[src/ebst_pkg.sv]
// Package of constants and types for the expansion bus strobe timing sequencer
package ebst_pkg;
  localparam int unsigned EBST_ADDR_W     = 24;
  localparam int unsigned EBST_DATA_W     = 16;
  localparam int unsigned EBST_SHORT_W    = 2;
  localparam int unsigned EBST_LONG_W     = 4;
  localparam int unsigned EBST_CNT_W      = 4;
  localparam int unsigned EBST_DIV_W      = 8;
  localparam logic [7:0]  EBST_DIV_RESET  = 8'h03;
  localparam logic [3:0]  EBST_ADDR_HOLD  = 4'h1;
  typedef enum logic [2:0] {
    EBST_IDLE,
    EBST_ADDR,
    EBST_AHOLD,
    EBST_SETUP,
    EBST_STROBE,
    EBST_HOLD,
    EBST_RECOV
  } ebst_state_e;
endpackage

[src/ebst_seq.sv]
// Expansion bus access sequencer: address, setup, strobe, hold, recovery
`timescale 1ns/100ps
//Operation
// - Multiplexed mode: address latch strobe high 1 to 4 bus cycles, address valid.
// - Address latch strobe width set by address phase length.
// - Address held exactly one bus cycle after latch strobe falls.
// - Address phase length sets how long the address is presented.
// - Multiplexed mode: chip select asserts exactly one bus cycle after strobe falls.
// - Simplex mode: address valid 1 to 4 cycles before chip select.
// - Write data valid 1 to 4 cycles before write strobe falls.
// - Data setup phase length sets data lead before the strobe.
// - Write strobe stays asserted 1 to 16 bus cycles.
// - Strobe phase length sets strobe width; data stays available throughout.
// - Write data stays valid 1 to 4 cycles after write strobe rises.
// - Hold phase length sets hold of chip select, address and data.
// - Recovery gap of 1 to 16 cycles between accesses.
// - Recovery phase length sets the idle gap between accesses.
// - All phase lengths count expansion bus clock periods.
// - Simplex mode never drives the address latch strobe.
module ebst_seq
  import ebst_pkg::*;
(
  input  wire logic                    clk_sys,
  input  wire logic                    sys_rst,
  input  wire logic [EBST_DIV_W-1:0]   div_ratio,
  input  wire logic                    mux_mode,
  input  wire logic [EBST_SHORT_W-1:0] address_phase_len,
  input  wire logic [EBST_SHORT_W-1:0] data_setup_phase_len,
  input  wire logic [EBST_LONG_W-1:0]  strobe_phase_len,
  input  wire logic [EBST_SHORT_W-1:0] hold_phase_len,
  input  wire logic [EBST_LONG_W-1:0]  recovery_phase_len,
  input  wire logic                    req_valid,
  input  wire logic                    req_write,
  input  wire logic [EBST_ADDR_W-1:0]  req_addr,
  input  wire logic [EBST_DATA_W-1:0]  req_wdata,
  output logic                         req_ready,
  output logic                         rsp_valid,
  output logic [EBST_DATA_W-1:0]       rsp_rdata,
  output logic                         busy,
  output logic                         bus_clk_en,
  output logic                         address_latch_strobe,
  output logic                         chip_select_n,
  output logic                         write_strobe_n,
  output logic                         read_strobe_n,
  output logic [EBST_ADDR_W-1:0]       bus_addr_o,
  output logic [EBST_DATA_W-1:0]       bus_data_o,
  output logic                         bus_data_oe,
  input  wire logic [EBST_DATA_W-1:0]  bus_data_i
);
  ebst_state_e            state_reg;
  ebst_state_e            state_next;
  logic                   write_reg;
  logic                   write_next;
  logic                   mux_reg;
  logic                   mux_next;
  logic [EBST_ADDR_W-1:0] addr_reg;
  logic [EBST_ADDR_W-1:0] addr_next;
  logic [EBST_DATA_W-1:0] wdata_reg;
  logic [EBST_DATA_W-1:0] wdata_next;
  logic [EBST_DATA_W-1:0] rdata_reg;
  logic [EBST_DATA_W-1:0] rdata_next;
  logic                   rsp_reg;
  logic                   rsp_next;
  logic                   ale_reg;
  logic                   ale_next;
  logic                   cs_n_reg;
  logic                   cs_n_next;
  logic                   wr_n_reg;
  logic                   wr_n_next;
  logic                   rd_n_reg;
  logic                   rd_n_next;
  logic                   oe_reg;
  logic                   oe_next;
  logic                   bus_tick;
  logic                   load;
  logic [EBST_CNT_W-1:0]  load_val;
  logic                   last;

  // Programmed field encodes length minus one, so zero still gives one cycle
  function automatic logic [EBST_CNT_W-1:0] phase_load(input logic [EBST_LONG_W-1:0] f);
    phase_load = f;
  endfunction

  ebst_clk_div u_div (
    .clk_sys   (clk_sys),
    .sys_rst   (sys_rst),
    .div_ratio (div_ratio),
    .bus_tick  (bus_tick)
  );

  ebst_phase_cnt u_cnt (
    .clk_sys  (clk_sys),
    .sys_rst  (sys_rst),
    .bus_tick (bus_tick),
    .load     (load),
    .load_val (load_val),
    .last     (last)
  );

  // Requests are only taken on a bus tick so every phase spans whole bus cycles
  assign req_ready = (state_reg == EBST_IDLE) && bus_tick;

  always_comb
  begin
    state_next = state_reg;
    write_next = write_reg;
    mux_next   = mux_reg;
    addr_next  = addr_reg;
    wdata_next = wdata_reg;
    rdata_next = rdata_reg;
    rsp_next   = 1'b0;
    ale_next   = ale_reg;
    cs_n_next  = cs_n_reg;
    wr_n_next  = wr_n_reg;
    rd_n_next  = rd_n_reg;
    oe_next    = oe_reg;
    load       = 1'b0;
    load_val   = '0;
    case (state_reg)
      EBST_IDLE:
      begin
        if (req_valid && bus_tick)
        begin
          write_next = req_write;
          mux_next   = mux_mode;
          addr_next  = req_addr;
          wdata_next = req_wdata;
          ale_next   = mux_mode;
          load       = 1'b1;
          load_val   = phase_load({2'b00, address_phase_len});
          state_next = EBST_ADDR;
        end
      end
      EBST_ADDR:
      begin
        if (last)
        begin
          ale_next = 1'b0;
          load     = 1'b1;
          if (mux_reg)
          begin
            load_val   = EBST_ADDR_HOLD - 1'b1;
            state_next = EBST_AHOLD;
          end
          else
          begin
            cs_n_next  = 1'b0;
            oe_next    = write_reg;
            load_val   = phase_load({2'b00, data_setup_phase_len});
            state_next = EBST_SETUP;
          end
        end
      end
      EBST_AHOLD:
      begin
        // Address hold is fixed; chip select follows the latch strobe by one cycle
        if (last)
        begin
          cs_n_next  = 1'b0;
          oe_next    = write_reg;
          load       = 1'b1;
          load_val   = phase_load({2'b00, data_setup_phase_len});
          state_next = EBST_SETUP;
        end
      end
      EBST_SETUP:
      begin
        if (last)
        begin
          wr_n_next  = ~write_reg;
          rd_n_next  = write_reg;
          load       = 1'b1;
          load_val   = phase_load(strobe_phase_len);
          state_next = EBST_STROBE;
        end
      end
      EBST_STROBE:
      begin
        if (last)
        begin
          if (!write_reg)
          begin
            rdata_next = bus_data_i;
            rsp_next   = 1'b1;
          end
          else
            rsp_next = 1'b1;
          wr_n_next  = 1'b1;
          rd_n_next  = 1'b1;
          load       = 1'b1;
          load_val   = phase_load({2'b00, hold_phase_len});
          state_next = EBST_HOLD;
        end
      end
      EBST_HOLD:
      begin
        if (last)
        begin
          cs_n_next  = 1'b1;
          oe_next    = 1'b0;
          load       = 1'b1;
          load_val   = phase_load(recovery_phase_len);
          state_next = EBST_RECOV;
        end
      end
      EBST_RECOV:
      begin
        if (last)
          state_next = EBST_IDLE;
      end
      default:
      begin
        state_next = EBST_IDLE;
      end
    endcase
  end

  always_ff @(posedge clk_sys or posedge sys_rst)
  begin
    if (sys_rst)
    begin
      state_reg <= EBST_IDLE;
      write_reg <= 1'b0;
      mux_reg   <= 1'b0;
      addr_reg  <= '0;
      wdata_reg <= '0;
      rdata_reg <= '0;
      rsp_reg   <= 1'b0;
      ale_reg   <= 1'b0;
      cs_n_reg  <= 1'b1;
      wr_n_reg  <= 1'b1;
      rd_n_reg  <= 1'b1;
      oe_reg    <= 1'b0;
    end
    else
    begin
      state_reg <= state_next;
      write_reg <= write_next;
      mux_reg   <= mux_next;
      addr_reg  <= addr_next;
      wdata_reg <= wdata_next;
      rdata_reg <= rdata_next;
      rsp_reg   <= rsp_next;
      ale_reg   <= ale_next;
      cs_n_reg  <= cs_n_next;
      wr_n_reg  <= wr_n_next;
      rd_n_reg  <= rd_n_next;
      oe_reg    <= oe_next;
    end
  end

  // Address and data stay put from address phase through hold; no mid-access change
  assign bus_addr_o           = addr_reg;
  assign bus_data_o           = wdata_reg;
  assign bus_data_oe          = oe_reg;
  assign address_latch_strobe = ale_reg;
  assign chip_select_n        = cs_n_reg;
  assign write_strobe_n       = wr_n_reg;
  assign read_strobe_n        = rd_n_reg;
  assign rsp_valid            = rsp_reg;
  assign rsp_rdata            = rdata_reg;
  assign busy                 = (state_reg != EBST_IDLE);
  assign bus_clk_en           = bus_tick;
endmodule

[src/ebst_clk_div.sv]
// Expansion bus clock divider giving a one-cycle tick enable
`timescale 1ns/100ps
module ebst_clk_div
  import ebst_pkg::*;
(
  input  wire logic                  clk_sys,
  input  wire logic                  sys_rst,
  input  wire logic [EBST_DIV_W-1:0] div_ratio,
  output logic                       bus_tick
);
  logic [EBST_DIV_W-1:0] cnt_reg;
  logic [EBST_DIV_W-1:0] cnt_next;
  logic                  tick_reg;
  logic                  tick_next;

  always_comb
  begin
    if (cnt_reg >= div_ratio)
    begin
      cnt_next  = '0;
      tick_next = 1'b1;
    end
    else
    begin
      cnt_next  = cnt_reg + 1'b1;
      tick_next = 1'b0;
    end
  end

  always_ff @(posedge clk_sys or posedge sys_rst)
  begin
    if (sys_rst)
    begin
      cnt_reg  <= '0;
      tick_reg <= 1'b0;
    end
    else
    begin
      cnt_reg  <= cnt_next;
      tick_reg <= tick_next;
    end
  end

  assign bus_tick = tick_reg;
endmodule

[src/ebst_phase_cnt.sv]
// Down counter for one phase length, stepped on bus ticks
`timescale 1ns/100ps
module ebst_phase_cnt
  import ebst_pkg::*;
(
  input  wire logic                  clk_sys,
  input  wire logic                  sys_rst,
  input  wire logic                  bus_tick,
  input  wire logic                  load,
  input  wire logic [EBST_CNT_W-1:0] load_val,
  output logic                       last
);
  logic [EBST_CNT_W-1:0] cnt_reg;
  logic [EBST_CNT_W-1:0] cnt_next;

  always_comb
  begin
    cnt_next = cnt_reg;
    if (load)
      cnt_next = load_val;
    else if (bus_tick && cnt_reg != '0)
      cnt_next = cnt_reg - 1'b1;
  end

  always_ff @(posedge clk_sys or posedge sys_rst)
  begin
    if (sys_rst)
      cnt_reg <= '0;
    else
      cnt_reg <= cnt_next;
  end

  // Phase ends on the tick that finishes the last programmed cycle
  assign last = bus_tick && (cnt_reg == '0);
endmodule

[config.mk]
export PLATFORM = sky130hd
export DESIGN_NAME = ebst_seq
export DESIGN_NICKNAME = d
export VERILOG_FILES = /design/src/ebst_pkg.sv /design/src/ebst_seq.sv /design/src/ebst_clk_div.sv /design/src/ebst_phase_cnt.sv
export SDC_FILE = /design/constraint.sdc
export NUM_CORES = 1
export LEC_CHECK = 0
export BUFFER_PORTS_ARGS = -buffer_cell sky130_fd_sc_hd__buf_2
export CAP_MARGIN = 20
export CORE_MARGIN = 2
export CORE_UTILIZATION = 45
export DETAILED_ROUTE_END_ITERATION = 12
export PLACE_DENSITY = 0.79
export SKIP_CTS_REPAIR_TIMING = 1
export SLEW_MARGIN = 5
export SYNTH_ARGS = -nofsm -noshare
export SYNTH_HDL_FRONTEND = slang
export SYNTH_SLANG_ARGS = --single-unit
[constraint.sdc]
create_clock -name clk_sys -period 2.8 [get_ports clk_sys]
set_input_delay 0.14 -clock clk_sys [delete_from_list [all_inputs] [get_ports clk_sys]]
set_output_delay 0.14 -clock clk_sys [all_outputs]
set_load 0.1 [all_outputs]
; Yosys cells after proc, flatten, opt, wreduce, memory -nomap -nowiden
; Cells that the tools add are included.
[totals]
regBits = 80
[classes]
n_bitwise = 1
eq_ne = 14
add_sub_neg = 2
order_cmp = 1
n_reduce_logical = 19
mux = 39
[ops]
columns = operator, n
row1 = $pmux W4 S6, 1
row2 = $mux W3, 7
row3 = $pmux W3 S7, 1
row4 = $mux W4, 4
row5 = $mux W1, 14
row6 = $ne A2 B2 Y1 const B, 7
row7 = $mux W2, 5
row8 = $eq A3 B3 Y1 const B, 3
row9 = $reduce_and A3 Y1, 3
row10 = $add A8 B1 Y8 const B, 1
row11 = $ge A8 B8 Y1, 1
row12 = $mux W8, 1
row13 = $pmux W1 S2, 4
row14 = $reduce_and A7 Y1, 1
row15 = $eq A3 B2 Y1 const B, 2
row16 = $pmux W1 S3, 2
row17 = $reduce_bool A2 Y1, 3
row18 = $reduce_bool A3 Y1, 2
row19 = $reduce_and A5 Y1, 1
row20 = $reduce_or A5 Y1, 1
row21 = $logic_and A1 B1 Y1, 4
row22 = $logic_not A4 Y1, 1
row23 = $reduce_bool A4 Y1, 1
row24 = $sub A4 B1 Y4 const B, 1
row25 = 5 further kinds, 5

; Logic depth before layout (Yosys ltp)
[logic_depth]
ltp_word = 5
ltp_mapped = 9
depth_no_buf = 6

; Hierarchy
; A second synthesis with hierarchy kept.
[unflattened]
hier_cells = 296
area_unflattened_um2 = 3876.2
[by_module_without_submodules]
columns = module, instances, seq_area_each_um2, cells_per_inst, area_each_um2
row1 = ebst_seq, 1, 1680.4, 212, 3030.4
row2 = ebst_clk_div, 1, 225.2, 56, 584.3
row3 = ebst_phase_cnt, 1, 100.1, 28, 261.5

; Worst setup path after synthesis
; Ideal clock, no wire load.
[synth_timing]
path_type = reg-to-reg
from = register u_div.tick_reg, in the netlist u_div.bus_tick
to = register rdata_reg[0], in the netlist rsp_rdata[0]
t_required_ps = 2674
setup_slack_ps = 446
setup_ps = 126
path_stages_with_launch = 8
t_arrival_ps = 2228
path_cell_list = dfrtp_1 -> and4bb_1 -> buf_6 -> and2_4 -> nor2b_4 -> buf_6 -> buf_12 -> mux2_4
[synth_between]
elab_chain_len = 2
[synth_lines]
columns = element, line_no
row1 = "start, declared", ebst_clk_div.sv:13  ; logic tick_reg;
row2 = "start signal, assigned", ebst_clk_div.sv:40  ; tick_reg <= tick_next;
row3 = $logic_and A1 B1 Y1, ebst_phase_cnt.sv:34  ; assign last = bus_tick && (cnt_reg == '0);
row4 = $reduce_and A3 Y1 (no line), -
row5 = "end signal, assigned", ebst_seq.sv:242  ; rdata_reg <= rdata_next;
row6 = "end, declared", ebst_seq.sv:60  ; logic [EBST_DATA_W-1:0] rdata_reg;
; Every way passes these cells.
; A chain may end at the register's enable or synchronous reset.

; Worst setup path after layout
[layout_timing]
from = register state_reg[1]
to = register rdata_reg[15], in the netlist rsp_rdata[15]
[layout_between]
elab_chain_len = 2
[layout_lines]
columns = element, line_no
row1 = "start, declared", ebst_seq.sv:50  ; ebst_state_e state_reg;
row2 = "start signal, assigned", ebst_seq.sv:237  ; state_reg <= state_next;
row3 = $eq A3 B3 Y1, ebst_seq.sv:119  ; case (state_reg)
row4 = $reduce_and A3 Y1 (no line), -
; Every way passes these cells.

==> flow_summary.ini <==
[outcome]
outcome = finished with violations
failed_checks = negative hold slack

[power_and_ir_drop]
worst_ir_drop_vdd_mv = 0.882
power_frac_clock_pct = 17.7
power.share.switching_pct = 55.0
pwr-share-seq_pct = 28.4
design_power_total_mw = 6.40
leakagePower_nw = 2.81
power-per-cell-area_nw_per_um2 = 1260
combPwrFrac_pct = 53.9
power_report.internal_total_mw = 2.88
power.switching_mw = 3.52

[synthesis]
synth.top_cell.area_share_pct = 52.8
post-synth-top-area-cell = dfrtp_1
mappedNetlistNets = 462
yosys-top-cells-count = 136 x nand2_1, 77 x dfrtp_1, 15 x inv_1, 11 x ha_1, 11 x nor3_1
synth_enable_flop_cells = 0
post-synth-top-count-cell = nand2_1
synth-main-ff-cell = dfrtp_1
yosys_warnings = 0
netlist_instances = 368
muxShareOfSynthArea_pct = 6.59
share_of_the_synthesized_netlist_area_taken_by_xor_and_xnor_gates_pct = 1.68
syn_avg_cell_area_um2 = 9.91
main_combinational_cell_family_by_area_after_synthesis = simple AND/OR/NAND/NOR gates
synth-async-reset-ratio_pct = 100
synth_compound_area_share_pct = 6.62
synth_sequential_area_ratio_pct = 55.0
area_share_of_and_or_nand_nor_cells_after_synthesis_pct = 21.9
synth_adder_area_share_pct = 3.77
synth_cell_type_count = 44
postSynthRegisterBits = 80
yosys-top-cells-area = dfrtp_1 53%, nand2_1 14%, mux2_4 4.1%, ha_1 3.8%, mux2_2 2.5%
netlist_area_um2 = 3650

[floorplan]
ioPinCount = 148
core_area_um2 = 7810
dieArea_um2 = 8840
die_y_um = 94.0
rows = 32
die_x_um = 94.0
floorplan.initialDensity_pct = 46.7

[drt]
totalWireLength_mm = 9.55
wire_per_inst_um = 14.6
drt_first_iter_violations = 107
first_pass_iters = 4
post_route_drc = 0
post_drt_via_cell_ratio = 5.02
final_ant_viol_nets = 0
num_vias = 3285

[final_layout]
share_of_layout_cells_above_drive_strength_1_pct = 35.8
nets_finish = 642
num_antenna_cells = 0
final_core_utilization_pct = 64.9
largest_reg_flops = 24
final-instance-count-excl-fill = 655
synthToLayoutAreaGrowth_pct = 38.9

[place]
number_of_port_buffers = 147
place_hpwl_mm = 6.37
minimum_setup_slack_after_placement_ns = 0.686
post-place-cells = 607
gpl.final_weighted_congestion = 0.851

[clock_network]
numCtsBuffers = 9
cts_max_path_buffers = 2
cts.reportedPaths.clkPinSlew_ns = 0.09
cts.htree.levels = 3
clock_insertion_delay_worst_skew_ns = 0.35
tritoncts = done
numClockSinks = 80
clockRootBuffer = clkbuf_8

[global_route]
maximum_number_of_pins_on_one_net_before_global_route_repair = 51
antenna_found_initial = 0
grt_use_total_pct = 20.6
global_route_wire_length_before_repair_mm = 14.2
global_route.overflow_total = 0
grt_pass1_vias = 3054

[worst_setup_path]
regToRegEndpoint = rsp_rdata[15]
worst-path-buf-inv = 0
worst_setup_path_start_kind = flip-flop
critical_path.top_delay_family = simple AND/OR/NAND/NOR gates
worstPathCellList = nor3b_1, and2_4, nor2b_4, mux2_2
reg2reg_setup_slack_ns = 0.65
timing.reg2reg.worst_path_depth = 4
critical_path.max_fanout = 16
path_class = reg2reg
arrival_time_worst_endpoint_ns = 2.38
r2r-start = state_reg[1]
slowest_delay_ns = 0.53
worstSetupEndpointType = flip-flop
crit_slowest_cell = dfrtp_1
worstPathRequired_ns = 3.03

[sta]
timing.final.hold_violations = 9
worst_pin_slew_ns = 0.863
finalMaxSlewViolations = 0
setup_viol = 0
maxClockFrequency_mhz = 466
fin_crit_ns = 2.15
rsz_0062_raised_after_global_routing = false
setup_tns_ns = 0
clock-skew-final_ns = 0.0109
slew-limit-headroom_pct = 42.4
post-route-period-util_pct = 76.7
hold_ws_ns = -0.0206
worst_slack_ns = 0.652

[min_path]
min_to = bus_data_o[7]
min_delay_path_depth = 3
min_from = req_wdata[7]
worstHoldPathType = in2reg

[flow_run]
maxCapViolations = 0
[cells in the final DEF (no fill, tap or decap), types with 5 or more instances in the layout]
master / n
o21ai_0: 8
mux2_2: 8
nor3_1: 11
a21oi_1: 8
xor2_1: 5
nand3_1: 6
buf_2: 147
inv_1: 14
mux2_4: 10
nor2_1: 6
ha_1: 11
dfrtp_1: 77
buf_4: 7
clkbuf_8: 9
nand2_1: 136
dlygate4sd3_1: 32
[worst max-delay path by stage]
stage / from / depth (start not counted) / to / slack (ns)
after floorplan: u_div.bus_tick / 7 / rsp_rdata[0] / 0.45
after global placement: u_cnt.cnt_reg[0] / 6 / rsp_rdata[12] / 0.76
after detailed placement: u_cnt.cnt_reg[0] / 6 / rsp_rdata[15] / 0.69
after CTS: u_cnt.cnt_reg[0] / 6 / rsp_rdata[15] / 0.68
after global routing: state_reg[1] / 4 / rsp_rdata[15] / 0.50
final: state_reg[1] / 4 / rsp_rdata[15] / 0.65
[worst register-to-register path, cell delays in order, from the launching register on]
cell and delay (ns):
dfrtp_1 0.53, nor3b_1 0.40, and2_4 0.21, nor2b_4 0.49, mux2_2 0.41
[power by group through the flow]
stage                     Combinational, mW  Sequential, mW  Clock, mW
after detailed placement               3.41            1.82          0
after global routing                   3.63            1.86       1.21
final                                  3.45            1.82       1.13
after global placement                 3.35            1.81          0
after floorplan                       0.843            3.78          0
after CTS                              3.42            1.81       1.15
[per-layer routing]
layer  vias to the layer above  GRT usage [%]  wire length (um)
met5                         -              0                 0
met4                         0           7.97               210
met3                        19           5.38               528
met2                       125           35.2              5010
met1                      1568           24.9              3800
li1                       1573              -                 -
[cells by family (layout without fill, tap and decap cells)]
family	after synthesis	count (layout)
buffers and inverters	33	218
AO/OA/AOI/OAI	36	36
adder cells (fa/ha/maj)	11	11
multiplexers	18	18
AND/OR/NAND/NOR	183	183
flip-flops	80	80
XOR/XNOR	7	7
[stage by stage]
stage	instance area, um2	hold slack [ns]
finish	5070	-0.0206
CTS	4750	-0.0484
floorplan	3650	0.245
global route	5070	-0.00426
global placement	4480	0.326
detailed placement	4480	0.336
[area by class of cell]
| type | count | area (um2) |
|---|---|---|
| multi-input combinational | 255 | 1480 |
| fill | 645 | 2740 |
| tap | 102 | 128 |
| clock buffer | 10 | 128 |
| timing repair buffer | 187 | 1130 |
| inverter | 15 | 57.6 |
| sequential | 80 | 2010 |
| clock inverter | 6 | 138 |
Power figures use the tool's default switching activity.
